--- src/rtl/bitfield_pkg.sv ---
// Constants shared by the bit-field test-and-modify engine.
// Assumes a 16-bit data path and a 32-bit classic Wishbone register bus.
package bitfield_pkg;

  localparam int DATA_W = 16;
  localparam int ADDR_W = 16;
  localparam int REGSEL_W = 5;
  localparam int WB_ADDR_W = 8;

  // Register byte offsets.
  localparam logic [WB_ADDR_W-1:0] CMD_OFS    = 8'h00;
  localparam logic [WB_ADDR_W-1:0] MASK_OFS   = 8'h04;
  localparam logic [WB_ADDR_W-1:0] ADDR_OFS   = 8'h08;
  localparam logic [WB_ADDR_W-1:0] STATUS_OFS = 8'h0C;
  localparam logic [WB_ADDR_W-1:0] STATE_OFS  = 8'h10;

  // Command register fields.
  localparam int CMD_MODE_LSB = 0;
  localparam int CMD_SET_BIT  = 3;
  localparam int CMD_GO_BIT   = 4;
  localparam int CMD_SEL_LSB  = 5;

  // Engine state register fields.
  localparam int ST_BUSY_BIT    = 0;
  localparam int ST_ILLEGAL_BIT = 1;
  localparam int ST_DONE_BIT    = 2;
  localparam int ST_CYC_LSB     = 4;
  localparam int ST_WORDS_LSB   = 8;
  localparam int ST_DATA_LSB    = 16;

  // Status word flag positions.
  localparam int CARRY_BIT = 0;
  localparam int LIMIT_BIT = 6;
  localparam logic [DATA_W-1:0] STATUS_RESET = 16'h0000;

  // Register operand code of the hardware loop stack; value is arbitrary.
  localparam logic [REGSEL_W-1:0] HW_LOOP_STACK_SEL = 5'h1F;

  localparam logic [ADDR_W-1:0] IO_REGION_BASE = 16'hFFC0;
  localparam int SHORT_ADDR_W = 6;

  // Execution cost in cycles and words.
  localparam logic [3:0] CYC_SHORT = 4'h4;
  localparam logic [3:0] CYC_LONG  = 4'h6;
  localparam logic [1:0] WORDS_TWO = 2'h2;
  localparam logic [1:0] WORDS_THREE = 2'h3;
  // Read issue, capture and write-back cycles that are not stall cycles.
  localparam logic [3:0] CYC_FIXED = 4'h3;

  typedef enum logic [2:0] {
    MODE_ANY_REGISTER_OPERAND = 3'b000,
    MODE_SHORT_ABSOLUTE       = 3'b001,
    MODE_SHORT_IO             = 3'b010,
    MODE_POINTER_INDEXED      = 3'b011,
    MODE_STACK_RELATIVE       = 3'b100,
    MODE_LONG_ABSOLUTE        = 3'b101
  } dest_mode_t;

  typedef enum logic [2:0] {
    ENG_IDLE    = 3'b000,
    ENG_READ    = 3'b001,
    ENG_CAPTURE = 3'b010,
    ENG_STALL   = 3'b011,
    ENG_WRITE   = 3'b100
  } eng_state_t;

endpackage

--- src/rtl/bitfield_test_and_modify.sv ---
// Test-and-clear / test-and-set bit-field engine with a Wishbone register file.
// Assumes data memory, peripheral space and the core register file answer a read
// combinationally, within the cycle the read strobe is high, all on sys_clk_i.
//
// The Wishbone interface to the registers and the address map were decided locally.
module bitfield_test_and_modify
  import bitfield_pkg::*;
(
  input  wire logic                           sys_clk_i,
  input  wire logic                           rst_b_i,
  input  wire logic                           wb_cyc_i,
  input  wire logic                           wb_stb_i,
  input  wire logic                           wb_we_i,
  input  wire logic [bitfield_pkg::WB_ADDR_W-1:0] wb_adr_i,
  input  wire logic [3:0]                     wb_sel_i,
  input  wire logic [31:0]                    wb_dat_i,
  output logic      [31:0]                    wb_dat_o,
  output logic                                wb_ack_o,
  input  wire logic [bitfield_pkg::ADDR_W-1:0] index_ptr_i,
  input  wire logic [bitfield_pkg::ADDR_W-1:0] stack_ptr_i,
  output logic      [bitfield_pkg::ADDR_W-1:0] mem_addr_o,
  output logic                                mem_rd_o,
  output logic                                mem_wr_o,
  output logic      [bitfield_pkg::DATA_W-1:0] mem_wdata_o,
  input  wire logic [bitfield_pkg::DATA_W-1:0] mem_rdata_i,
  output logic      [bitfield_pkg::REGSEL_W-1:0] rf_sel_o,
  output logic                                rf_rd_o,
  output logic                                rf_wr_o,
  output logic      [bitfield_pkg::DATA_W-1:0] rf_wdata_o,
  input  wire logic [bitfield_pkg::DATA_W-1:0] rf_rdata_i,
  input  wire logic                           rf_limited_i
);
  import bitfield_pkg::*;

  typedef struct packed {
    logic                ack;
    logic [31:0]         rdata;
    dest_mode_t          mode;
    logic                set_variant;
    logic [REGSEL_W-1:0] sel;
    logic [DATA_W-1:0]   mask;
    logic [ADDR_W-1:0]   addr_field;
    logic [DATA_W-1:0]   status_word;
    eng_state_t          eng;
    logic [3:0]          stall_left;
    logic [3:0]          cost_cycles;
    logic [1:0]          cost_words;
    logic                illegal;
    logic                done;
    logic [ADDR_W-1:0]   dest_addr;
    logic [DATA_W-1:0]   result;
    logic                carry;
    logic                limited;
    logic                mem_rd;
    logic                mem_wr;
    logic                rf_rd;
    logic                rf_wr;
  } state_t;

  state_t state_reg;
  state_t state_next;

  // True when every selected bit is one; an empty mask counts as all ones.
  function automatic logic field_all_ones(input logic [DATA_W-1:0] data,
                                          input logic [DATA_W-1:0] mask);
    field_all_ones = &(data | ~mask);
  endfunction

  function automatic logic [DATA_W-1:0] field_modify(input logic [DATA_W-1:0] data,
                                                     input logic [DATA_W-1:0] mask,
                                                     input logic              set_v);
    if (set_v) begin
      field_modify = data | mask;
    end else begin
      field_modify = data & ~mask;
    end
  endfunction

  // Byte-lane merge of a Wishbone write into a narrower register.
  function automatic logic [31:0] lane_merge(input logic [31:0] old_v,
                                             input logic [31:0] new_v,
                                             input logic [3:0]  sel);
    logic [31:0] r;
    r = old_v;
    for (int i = 0; i < 4; i++) begin
      if (sel[i]) begin
        r[i*8 +: 8] = new_v[i*8 +: 8];
      end
    end
    lane_merge = r;
  endfunction

  logic              req;
  logic              legal_mode;
  logic              is_long;
  logic [ADDR_W-1:0] eff_addr;
  logic [DATA_W-1:0] operand;
  logic [31:0]       wmerge;
  logic [31:0]       state_word;

  always_comb begin
    state_next = state_reg;
    req = wb_cyc_i & wb_stb_i;
    wmerge = 32'h0000_0000;

    // Effective destination address for the memory modes.
    unique case (state_reg.mode)
      MODE_SHORT_ABSOLUTE: begin
        eff_addr = {{(ADDR_W-SHORT_ADDR_W){1'b0}},
                    state_reg.addr_field[SHORT_ADDR_W-1:0]};
      end
      MODE_SHORT_IO: begin
        eff_addr = IO_REGION_BASE
                 | {{(ADDR_W-SHORT_ADDR_W){1'b0}},
                    state_reg.addr_field[SHORT_ADDR_W-1:0]};
      end
      MODE_POINTER_INDEXED: begin
        eff_addr = index_ptr_i + state_reg.addr_field;
      end
      MODE_STACK_RELATIVE: begin
        eff_addr = stack_ptr_i - state_reg.addr_field;
      end
      default: begin
        eff_addr = state_reg.addr_field;
      end
    endcase
    is_long = (state_reg.mode == MODE_POINTER_INDEXED)
            | (state_reg.mode == MODE_STACK_RELATIVE)
            | (state_reg.mode == MODE_LONG_ABSOLUTE);

    state_word = 32'h0000_0000;
    state_word[ST_BUSY_BIT] = (state_reg.eng != ENG_IDLE);
    state_word[ST_ILLEGAL_BIT] = state_reg.illegal;
    state_word[ST_DONE_BIT] = state_reg.done;
    state_word[ST_CYC_LSB +: 4] = state_reg.cost_cycles;
    state_word[ST_WORDS_LSB +: 2] = state_reg.cost_words;
    state_word[ST_DATA_LSB +: DATA_W] = state_reg.result;

    // Wishbone slave: ack one cycle after the request, dropped the cycle after.
    state_next.ack = req & ~state_reg.ack;
    if (req & ~state_reg.ack) begin
      unique case (wb_adr_i)
        CMD_OFS: begin
          state_next.rdata = {16'h0000, 6'h00,
                              state_reg.sel, 1'b0, state_reg.set_variant,
                              state_reg.mode};
        end
        MASK_OFS:   state_next.rdata = {16'h0000, state_reg.mask};
        ADDR_OFS:   state_next.rdata = {16'h0000, state_reg.addr_field};
        STATUS_OFS: state_next.rdata = {16'h0000, state_reg.status_word};
        STATE_OFS:  state_next.rdata = state_word;
        default:    state_next.rdata = 32'h0000_0000;
      endcase
    end

    // Writes take effect at the edge where the master sees ack.
    if (req & state_reg.ack & wb_we_i) begin
      unique case (wb_adr_i)
        CMD_OFS: begin
          wmerge = lane_merge({16'h0000, 6'h00, state_reg.sel, 1'b0,
                               state_reg.set_variant, state_reg.mode},
                              wb_dat_i, wb_sel_i);
          // Command fields are frozen while an operation runs.
          if (state_reg.eng == ENG_IDLE) begin
            state_next.mode = dest_mode_t'(wmerge[CMD_MODE_LSB +: 3]);
            state_next.set_variant = wmerge[CMD_SET_BIT];
            state_next.sel = wmerge[CMD_SEL_LSB +: REGSEL_W];
          end
        end
        MASK_OFS: begin
          wmerge = lane_merge({16'h0000, state_reg.mask}, wb_dat_i, wb_sel_i);
          if (state_reg.eng == ENG_IDLE) begin
            state_next.mask = wmerge[DATA_W-1:0];
          end
        end
        ADDR_OFS: begin
          wmerge = lane_merge({16'h0000, state_reg.addr_field}, wb_dat_i, wb_sel_i);
          if (state_reg.eng == ENG_IDLE) begin
            state_next.addr_field = wmerge[ADDR_W-1:0];
          end
        end
        STATUS_OFS: begin
          wmerge = lane_merge({16'h0000, state_reg.status_word}, wb_dat_i, wb_sel_i);
          state_next.status_word = wmerge[DATA_W-1:0];
        end
        default: begin
          wmerge = 32'h0000_0000;
        end
      endcase
    end

    state_next.mem_rd = 1'b0;
    state_next.mem_wr = 1'b0;
    state_next.rf_rd = 1'b0;
    state_next.rf_wr = 1'b0;
    operand = (state_reg.mode == MODE_ANY_REGISTER_OPERAND) ? rf_rdata_i : mem_rdata_i;
    // Legality is judged on the mode of the go write itself, not the stored one.
    legal_mode = (wmerge[CMD_MODE_LSB +: 3] <= MODE_LONG_ABSOLUTE);

    unique case (state_reg.eng)
      ENG_IDLE: begin
        // The go bit is a strobe; it needs a write with byte lane 0 selected.
        if (req & state_reg.ack & wb_we_i & (wb_adr_i == CMD_OFS)
            & wb_sel_i[0] & wb_dat_i[CMD_GO_BIT]) begin
          state_next.done = 1'b0;
          if (!legal_mode
              || ((wmerge[CMD_MODE_LSB +: 3] == MODE_ANY_REGISTER_OPERAND)
                  && (wmerge[CMD_SEL_LSB +: REGSEL_W] == HW_LOOP_STACK_SEL))) begin
            state_next.illegal = 1'b1;
          end else begin
            state_next.illegal = 1'b0;
            state_next.eng = ENG_READ;
          end
        end
      end
      ENG_READ: begin
        // Operands are latched now so a bus write cannot tear the access.
        state_next.cost_cycles = is_long ? CYC_LONG : CYC_SHORT;
        state_next.cost_words = (state_reg.mode == MODE_LONG_ABSOLUTE)
                              ? WORDS_THREE : WORDS_TWO;
        state_next.stall_left = (is_long ? CYC_LONG : CYC_SHORT) - CYC_FIXED;
        state_next.dest_addr = eff_addr;
        if (state_reg.mode == MODE_ANY_REGISTER_OPERAND) begin
          state_next.rf_rd = 1'b1;
        end else begin
          state_next.mem_rd = 1'b1;
        end
        state_next.eng = ENG_CAPTURE;
      end
      ENG_CAPTURE: begin
        state_next.carry = field_all_ones(operand, state_reg.mask);
        state_next.result = field_modify(operand, state_reg.mask,
                                         state_reg.set_variant);
        state_next.limited = (state_reg.mode == MODE_ANY_REGISTER_OPERAND)
                           & rf_limited_i;
        state_next.stall_left = state_reg.stall_left - 4'h1;
        state_next.eng = (state_reg.stall_left == 4'h1) ? ENG_WRITE : ENG_STALL;
      end
      ENG_STALL: begin
        state_next.stall_left = state_reg.stall_left - 4'h1;
        state_next.eng = (state_reg.stall_left == 4'h1) ? ENG_WRITE : ENG_STALL;
      end
      ENG_WRITE: begin
        // Engine flag update wins over a concurrent software write.
        state_next.status_word[CARRY_BIT] = state_reg.carry;
        if (state_reg.limited) begin
          state_next.status_word[LIMIT_BIT] = 1'b1;
        end
        if (state_reg.mode == MODE_ANY_REGISTER_OPERAND) begin
          state_next.rf_wr = 1'b1;
        end else begin
          state_next.mem_wr = 1'b1;
        end
        state_next.done = 1'b1;
        state_next.eng = ENG_IDLE;
      end
      default: begin
        state_next.eng = ENG_IDLE;
      end
    endcase
  end

  always_ff @(posedge sys_clk_i) begin
    if (!rst_b_i) begin
      state_reg <= '{ack: 1'b0, rdata: 32'h0000_0000,
                     mode: MODE_ANY_REGISTER_OPERAND, set_variant: 1'b0,
                     sel: 5'h00, mask: 16'h0000, addr_field: 16'h0000,
                     status_word: STATUS_RESET, eng: ENG_IDLE,
                     stall_left: 4'h0, cost_cycles: 4'h0, cost_words: 2'h0,
                     illegal: 1'b0, done: 1'b0, dest_addr: 16'h0000,
                     result: 16'h0000, carry: 1'b0, limited: 1'b0,
                     mem_rd: 1'b0, mem_wr: 1'b0, rf_rd: 1'b0, rf_wr: 1'b0};
    end else begin
      state_reg <= state_next;
    end
  end

  assign wb_ack_o    = state_reg.ack;
  assign wb_dat_o    = state_reg.rdata;
  assign mem_addr_o  = state_reg.dest_addr;
  assign mem_rd_o    = state_reg.mem_rd;
  assign mem_wr_o    = state_reg.mem_wr;
  assign mem_wdata_o = state_reg.result;
  assign rf_sel_o    = state_reg.sel;
  assign rf_rd_o     = state_reg.rf_rd;
  assign rf_wr_o     = state_reg.rf_wr;
  assign rf_wdata_o  = state_reg.result;

endmodule // bitfield_test_and_modify

--- config.mk ---
export PLATFORM = sky130hd
export DESIGN_NAME = bitfield_test_and_modify
export DESIGN_NICKNAME = d
export VERILOG_FILES = /design/src/rtl/bitfield_pkg.sv /design/src/rtl/bitfield_test_and_modify.sv
export SDC_FILE = /design/constraint.sdc
export NUM_CORES = 1
export LEC_CHECK = 0
export ABC_AREA = 1
export BUFFER_PORTS_ARGS = -buffer_cell sky130_fd_sc_hd__buf_2
export CORE_MARGIN = 10
export CORE_UTILIZATION = 57
export DETAILED_ROUTE_END_ITERATION = 6
export GPL_TIMING_DRIVEN = 0
export PLACE_DENSITY = 0.84
export RECOVER_POWER = 25
export SYNTH_ARGS = -nofsm -noshare
export SYNTH_HDL_FRONTEND = slang
export SYNTH_SLANG_ARGS = --single-unit
--- constraint.sdc ---
create_clock -name sys_clk_i -period 4.12 [get_ports sys_clk_i]
set_input_delay 0.412 -clock sys_clk_i [delete_from_list [all_inputs] [get_ports sys_clk_i]]
set_output_delay 0.412 -clock sys_clk_i [all_outputs]
set_load 0.05 [all_outputs]
Word-level counts from Yosys, hierarchy flattened

Index checks and enable logic that the tools add are counted.

Input port bits: 114
Logic and storage cells: 116
Register bits after elaboration: 143

Bitwise gates (word level): 15
Equal/unequal tests: 17
Reduce and logical (&&, ||, !) cells: 24
Add/subtract/negate cells: 4
$lt $le $gt $ge: 1
Multiplexer cells: 31

Operators by type and width:

| operator                                      | count |
|---|---|
| one-hot mux 32 bit (5 select lines)           | 1 |
| one-hot mux 16 bit (4 select lines)           | 1 |
| two-way mux 8 bit                             | 7 |
| one-hot mux 10 bit (4 select lines)           | 1 |
| two-way mux 16 bit                            | 2 |
| bitwise OR 16 bit                             | 2 |
| adder 16 bit                                  | 1 |
| bitwise AND 16 bit                            | 1 |
| == test 8 x 4 -> 1 bit, second input constant | 2 |
| inverter 16 bit                               | 1 |
| AND reduction 16 bit                          | 1 |
| subtractor 16 bit                             | 1 |
| two-way mux 7 bit                             | 2 |
| AND reduction 2 bit                           | 7 |
| == test 3 x 2 -> 1 bit, second input constant | 4 |
| two-way mux 10 bit                            | 1 |
| == test 3 bit, second input constant          | 3 |
| logical NOT 3 bit                             | 3 |
| two-way mux 3 bit                             | 3 |
| one-hot mux 3 bit (3 select lines)            | 1 |
| AND reduction 3 bit                           | 3 |
| bitwise AND 1 bit                             | 8 |
| == test 8 x 3 -> 1 bit, second input constant | 1 |
| == test 8 x 5 -> 1 bit, second input constant | 1 |
| other kinds (21)                              | 34 |

Longest topological paths before layout

Gate-level depths: netlist of run 1.

Depth after elaboration: 10
Gate-level depth with buffers: 16

Worst setup path before layout of run 1

No wires, ideal clock.

Path kind: input-to-reg
Start: in stack_ptr_i[0] (netlist bit)
End: reg state_reg (netlist bit mem_addr_o[6])
Library setup time: 0.132 ns
Path slack: 2.170 ns
Data required time: 3.988 ns
Stages on the path: 13
Arrival: 1.817 ns
Cells stage by stage: inv_1 -> ha_1 -> inv_1 -> fa_1 -> nand3_1 -> nand2_1 -> nand2_1 -> nand2_1 -> or2_2 -> nand3_1 -> nand3_1 -> nand2_1 -> a21oi_1

Word-level cells in the longest chain between the ends: 2

RTL lines:

| what                                | line                            | text |
|---|---|---|
| start, declared                     | bitfield_test_and_modify.sv:20  | `input wire logic [bitfield_pkg::ADDR_W-1:0] stack_ptr_i,` |
| subtractor 16 bit                   | bitfield_test_and_modify.sv:121 | `eff_addr = stack_ptr_i - state_reg.addr_field;` |
| one-hot mux 16 bit (4 select lines) | bitfield_test_and_modify.sv:107 | `unique case (state_reg.mode)` |
| end signal, assigned                | bitfield_test_and_modify.sv:265 | `state_reg <= '{ack: 1'b0, rdata: 32'h0000_0000,` |
| end signal, assigned                | bitfield_test_and_modify.sv:274 | `state_reg <= state_next;` |
| end, declared                       | bitfield_test_and_modify.sv:60  | `state_t state_reg;` |

No other way between the ends.
A chain may end at the register's enable or synchronous reset.

Final worst setup path of run 1

Start: reg state_reg[70] (netlist bit)
End: reg state_reg (netlist bit mem_addr_o[9])

Word-level cells in the longest chain between the ends: 2

RTL lines:

| what                                                     | line |
|---|---|
| subtractor 16 bit / adder 16 bit (equally long branches) | bitfield_test_and_modify.sv:121, bitfield_test_and_modify.sv:118 |
| one-hot mux 16 bit (4 select lines) *                    | bitfield_test_and_modify.sv:107 |

Every way passes the cells marked *; elsewhere a longest branch is shown, timed or not.

==> impl_metrics.csv, run 1 <==
group,metric,value,unit
clocking,postCtsSetupBuffers,0,
route,wl,32700,um
timing,maxSlewViolCount,0,
placed_design,gp_congestion,0.998,
outcome,outcome,"finished, final reports clean",
placed_design,place_ws,1.72,ns
die,rows,45,
layout,postLayoutCellArea,0.0107,sq mm
clocking,clockBufferDepth,2,
route,wl_met1,13100,um
clocking,clkLatencyLatePin,0.44,ns
placed_design,place_hpwl,25400,um
clocking,ctsResizeCount,0,
clocking,h-tree-depth,4,
synthesis,synth_cell_types,48,
setup_path,start_kind,"register",
setup_path,crit_required,4.42,ns
timing,slew_headroom,29.4,%
route,route.detailed.drc,0,
layout,mostFrequentLayoutCells,"263 x nand2_1, 186 x a21oi_1, 146 x buf_2, 140 x dfxtp_1, 131 x o21ai_0",
die,dieArea,0.0213,sq mm
route,dr_wl_met3,3490,um
synthesis,synth-seq-cells,140,
synthesis,ys_dominant_reg_cell,"dfxtp_1",
layout,multiInputGateArea,0.00482,sq mm
layout,layout_commonest_cell,"nand2_1",
pwr,irDropWorstVdd,0.283,mV
layout,drive_gt1_share,22.5,%
synthesis,synth_edf_count,0,
timing,finalClockSkew,0.0107,ns
layout,fillers,1420,
clocking,clock_sinks,140,
global_routing,antenna_found_initial,0,
route,ant_nets,0,
placed_design,io_buffers,185,
clocking,hold_buffers,0,
synthesis,syn-cell-area,0.00903,sq mm
synthesis,yosysWarnings,0,
global_routing,gr-usage-all-layers,29.3,%
synthesis,async_flop_share,0,%
layout,largest_register_ffs,59,
die,initial_core_util,58.8,%
synthesis,syn_area_per_cell,6.86,sq um
clocking,cts_buffers,17,
route,top_layer_used,"met4",
timing,fin_crit,2.57,ns
route,vias,9910,
die,fp.coreArea,0.0154,sq mm
setup_path,critPathMaxFanout,5,
global_routing,first_global_vias,9380,
clocking,clk_pin_slew,0.07,ns
route,dr.first_iter.drc_count,1185,
die,io_pins,204,
die,die_width,146,um
timing,setup_viol,0,
setup_path,critPathCaptureType,"register",
global_routing,grt_max_degree,17,
flow_run,cap_violations,0,
route,wl_per_cell,18.7,um
timing,fin_crit_sh,62.3,%
placed_design,dpl_cell_area,0.0102,sq mm
route,met2_length,14700,um
clocking,cts_tree,"yes",
timing,finalWorstSetupSlack,1.55,ns
layout,synthToLayoutAreaGrowth,18.8,%
pwr,leakage,4.70,nW
setup_path,critPathKind,"register to register",
synthesis,syn_nets,1464,
route,via_per_inst,5.68,
synthesis,syn_inst,1316,
timing,fmax,390,MHz
timing,rsz0062_at_grt,"no",
timing,hold_viol_final,0,
hold_path,holdCritPathClass,"input port to register",
die,die_h,146,um
setup_path,cp.arrival,2.86,ns
timing,worst_pin_slew,1.05,ns
pwr,p_per_area,350,mW/mm^2
synthesis,yosysSeqAreaShare,31.0,%
layout,seq_area,0.00280,sq mm
route,first_pass_iters,6,
global_routing,grt-ovfl-total,0,
timing,fin_tns_setup,0,ns
global_routing,grt_pass1_wl,50600,um
clocking,root_buffer,"clkbuf_16",
layout,fin_nets,1668,
==> where the power goes <==
part           switching, mW  internal, mW  leakage (nW)
Sequential            0.0434          1.41          1.13
Combinational          0.520         0.241          3.29
Clock                  0.692         0.851         0.275
Total                   1.26          2.50          4.70
==> final cells by class <==
type | count | share of cell area, %
antenna | 1 | 0.0233
clock inverter | 15 | 1.43
buffer | 135 | 8.52
multi-input combinational | 913 | 44.9
timing repair buffer | 185 | 8.05
clock buffer | 17 | 3.97
inverter | 128 | 4.50
tap | 211 | 2.46
sequential | 140 | 26.1
==> cells in the mapped netlist, types with 2 or more instances <==
master | number | area share, %
dfxtp_1 | 140 | 31
buf_6 | 9 | 1.1
nor3_4 | 3 | 0.54
fa_1 | 2 | 0.44
o22ai_1 | 14 | 0.97
o221ai_1 | 6 | 0.58
or2_2 | 21 | 1.5
nand2_1 | 263 | 11
nand3_1 | 64 | 3.5
xor2_1 | 3 | 0.29
o31ai_1 | 4 | 0.33
nor2_2 | 10 | 0.69
clkinv_1 | 2 | 0.083
o21ai_0 | 131 | 7.3
nand2_2 | 5 | 0.35
o21a_1 | 4 | 0.33
clkbuf_1 | 28 | 1.2
nor2_1 | 77 | 3.2
o21ai_1 | 7 | 0.39
a21oi_2 | 2 | 0.19
mux2i_1 | 7 | 0.78
inv_1 | 108 | 4.5
a21oi_1 | 186 | 10
nand3b_1 | 10 | 0.83
nand4_1 | 6 | 0.42
xnor2_1 | 3 | 0.29
nand2_4 | 2 | 0.25
buf_4 | 87 | 7.2
inv_2 | 17 | 0.71
nor2_4 | 10 | 1.2
ha_1 | 32 | 4.4
a221oi_1 | 7 | 0.68
buf_2 | 11 | 0.61
nor4_1 | 2 | 0.14
nor3_1 | 6 | 0.33
a211oi_1 | 15 | 1.2
==> worst max-delay path: stages (launching register included) <==
cell and delay (ns):
dfxtp_1 0.49, inv_1 0.21, ha_1 0.32, nand3_1 0.07, nand2_1 0.13, inv_1 0.07
o21ai_0 0.55, nand2_1 0.14, nand2_1 0.09, nand2_1 0.05, nand3_1 0.06, nand3_1 0.06
nand2_1 0.12, a21oi_1 0.07
==> metal layers <==
metal	up-vias	track usage, %
met5	-	0
met1	4471	37.0
met4	0	13.6
met2	582	46.2
met3	108	6.86
li1	4749	-
==> path summary, 6_finish.rpt <==
path / from / to / slack [ns] / depth (start not counted)
min reg2reg: state_reg[44]$_SDFFE_PN0P_ / state_reg[44]$_SDFFE_PN0P_ / 0.45 / 2
max: state_reg[70]$_SDFFE_PN0P_ / mem_addr_o[9]$_SDFFE_PN0P_ / 1.55 / 13
max reg2reg: state_reg[70]$_SDFFE_PN0P_ / mem_addr_o[9]$_SDFFE_PN0P_ / 1.55 / 13
min: rf_limited_i / state_reg[4]$_SDFFE_PN0P_ / 0.26 / 3
==> logic make-up after synthesis <==
kind of cell | synth area share [%]
adder cells (fa/ha/maj) | 4.88
AO/OA/AOI/OAI | 23.0
multiplexers | 0.776
flip-flops | 31.0
buffers and inverters | 15.5
AND/OR/NAND/NOR | 24.3
XOR/XNOR | 0.582
==> stage by stage <==
stage,hold slack (ns),utilization [%],instances,power (mW)
3_3_place_gp,0.433,66.5,1712,2.22
3_5_place_dp,0.442,66.5,1712,2.23
2_1_floorplan,0.423,-,1316,2.02
5_1_grt,0.255,69.8,1744,3.87
6_report,0.259,69.8,1745,3.75
4_1_cts,0.262,70.3,1744,3.73
Note: power is estimated with default switching activity, not from simulation.
==> run 2: changes to the inputs <==
- CORE_UTILIZATION: 57 -> 55
- PLACE_DENSITY: 0.84 -> 0.81
- clock period: 4.12 -> 2.5 ns (I/O delays scaled with it)
==> run 2 against run 1 <==
  * Sequential share of layout area fell by 0.065 points
  * Worst setup slack got worse by 1.4 ns
  * Register-to-register slack got worse by 1.4 ns
  * Routed wire length rose by 2.9%
  * Sequential power rose by 65%
  * Clock skew rose by 0.0021 ns
  * Highest routed layer unchanged
  * Combinational power rose by 65%
  * Cell count rose by 0.23%
==> impl_metrics.csv, run 2 (same netlist as run 1, synthesis figures left out) <==
group,metric,value,unit
global_routing,antenna_found_initial,0,
pwr,internal_power,4.19,mW
layout,layout_commonest_cell,"nand2_1",
timing,rsz0062_at_grt,"no",
pwr,p_sw_share,33.2,%
pwr,irDropWorstVdd,0.470,mV
pwr,pwr-share-comb,20.1,%
timing,hold_viol_final,0,
timing,setup_viol,0,
route,first_pass_iters,6,
timing,fin_crit,2.33,ns
clocking,postCtsSetupBuffers,0,
die,io_pins,204,
setup_path,max_stage_delay,0.42,ns
flow_run,cap_violations,0,
timing,fmax,430,MHz
layout,multiInputGateArea,0.00483,sq mm
route,ant_nets,0,
setup_path,crit_family,"simple AND/OR/NAND/NOR gates",
setup_path,crit_slowest_cell,"dfxtp_2",
layout,fin_nets,1668,
layout,diodes,0,
hold_path,holdCritPathClass,"input port to register",
die,die_width,148,um
global_routing,first_global_vias,9390,
layout,seq_area,0.00281,sq mm
pwr,p_per_area,582,mW/mm^2
clocking,clk_pin_slew,0.07,ns
setup_path,cp.arrival,2.68,ns
die,dieArea,0.0220,sq mm
setup_path,path_cells,"ha_1 > inv_1 > fa_1 > inv_1 > nand3_1 > nand2_1 > nand2_1 > nand2_1 > nand2_1 > nand2_1 > nor2_1 > nand3b_1 > nand3_1 > nand2_1 > a21oi_1",
clocking,cts_tree,"yes",
layout,largest_register_ffs,59,
setup_path,crit_required,2.86,ns
layout,mostFrequentLayoutCells,"263 x nand2_1, 186 x a21oi_1, 142 x buf_2, 138 x dfxtp_1, 130 x o21ai_0",
timing,worst_pin_slew,0.698,ns
placed_design,gp_congestion,1.02,
pwr,switching_power,2.08,mW
route,vias,9932,
outcome,outcome,"finished, final reports clean",
setup_path,critPathKind,"register to register",
clocking,clkLatencyLatePin,0.44,ns
layout,fillers,1503,
timing,maxSlewViolCount,0,
setup_path,start_kind,"register",
clocking,h-tree-depth,4,
timing,finalClockSkew,0.0129,ns
route,route.detailed.drc,0,
placed_design,io_buffers,185,
pwr,pwr-share-seq,38.1,%
pwr,clkPwrFrac,41.8,%
pwr,finalPower,6.26,mW
clocking,hold_buffers,0,
die,fp.coreArea,0.0160,sq mm
clocking,ctsResizeCount,0,
die,initial_core_util,56.5,%
clocking,clock_sinks,140,
clocking,clockBufferDepth,2,
clocking,cts_buffers,17,
die,die_h,148,um
route,wl_per_cell,19.3,um
timing,fin_tns_setup,0,ns
die,rows,46,
layout,drive_gt1_share,22.5,%
placed_design,dpl.cell_count,1717,
setup_path,critPathCaptureType,"register",
setup_path,cpMostUsedCell,"nand2_1",
route,via_per_inst,5.68,
global_routing,grt_pass1_wl,51500,um
pwr,leakage,4.70,nW
global_routing,grt_max_degree,17,
setup_path,critPathMaxFanout,6,
global_routing,gr-usage-all-layers,29.6,%
timing,timing.hold.ws,0.0819,ns
timing,slew_headroom,53.4,%
layout,synthToLayoutAreaGrowth,19.2,%
setup_path,path_buf_inv,2,
layout,fin_cells,1749,
clocking,root_buffer,"clkbuf_16",
placed_design,place_hpwl,26600,um
global_routing,grt-ovfl-total,0,
route,dr.first_iter.drc_count,1198,
timing,fin_crit_sh,93.1,%
route,wl,33700,um
==> run 2: per-layer routing <==
metal  GRT usage [%]  wire length [um]
met1            37.4             13800
met2            47.8             15400
met3            6.07              3180
met4            12.8              1230
met5               0                 0
==> run 2: final timing paths <==
check,from,end,slack [ns],cells past startpoint
worst max-delay path,state_reg[69]$_SDFFE_PN0P_,mem_addr_o[8]$_SDFFE_PN0P_,0.17,15
worst min-delay path,rf_limited_i,state_reg[4]$_SDFFE_PN0P_,0.08,3
worst max register to register,state_reg[69]$_SDFFE_PN0P_,mem_addr_o[8]$_SDFFE_PN0P_,0.17,15
worst min register to register,state_reg[64]$_SDFFE_PN0P_,state_reg[64]$_SDFFE_PN0P_,0.46,2
==> run 2: layout make-up <==
| class | count | share of cell area (%) |
|---|---|---|
| clock inverters | 13 | 1.39 |
| well taps | 216 | 2.51 |
| plain buffers | 135 | 8.50 |
| flip-flops and latches | 140 | 26.1 |
| multi-input cells | 913 | 44.9 |
| inverters | 128 | 4.49 |
| clock buffers | 19 | 4.21 |
| repair buffers | 185 | 7.97 |
==> run 2: power by group through the flow <==
stage	clock network, mW	logic, mW	registers (mW)
2_1_floorplan	0	0.910	2.42
3_3_place_gp	0	1.23	2.43
3_5_place_dp	0	1.25	2.43
4_1_cts	2.59	1.26	2.39
5_1_grt	2.71	1.35	2.40
6_report	2.62	1.26	2.39
==> run 2: stage by stage <==
stage | utilization, % | cell area [sq um] | worst slack [ns]
finish | 67.3 | 10800 | 0.172
global route | 67.3 | 10800 | 0.00438
CTS | 67.7 | 10800 | 0.0190
detailed placement | 63.9 | 10200 | 0.0337
global placement | 63.9 | 10200 | 0.0609
floorplan | - | 9030 | 0.571
==> run 2: worst min-delay path, cell delays in order <==
cell and delay, ns:
buf_2 0.09, nand3_1 0.07, a21oi_1 0.06
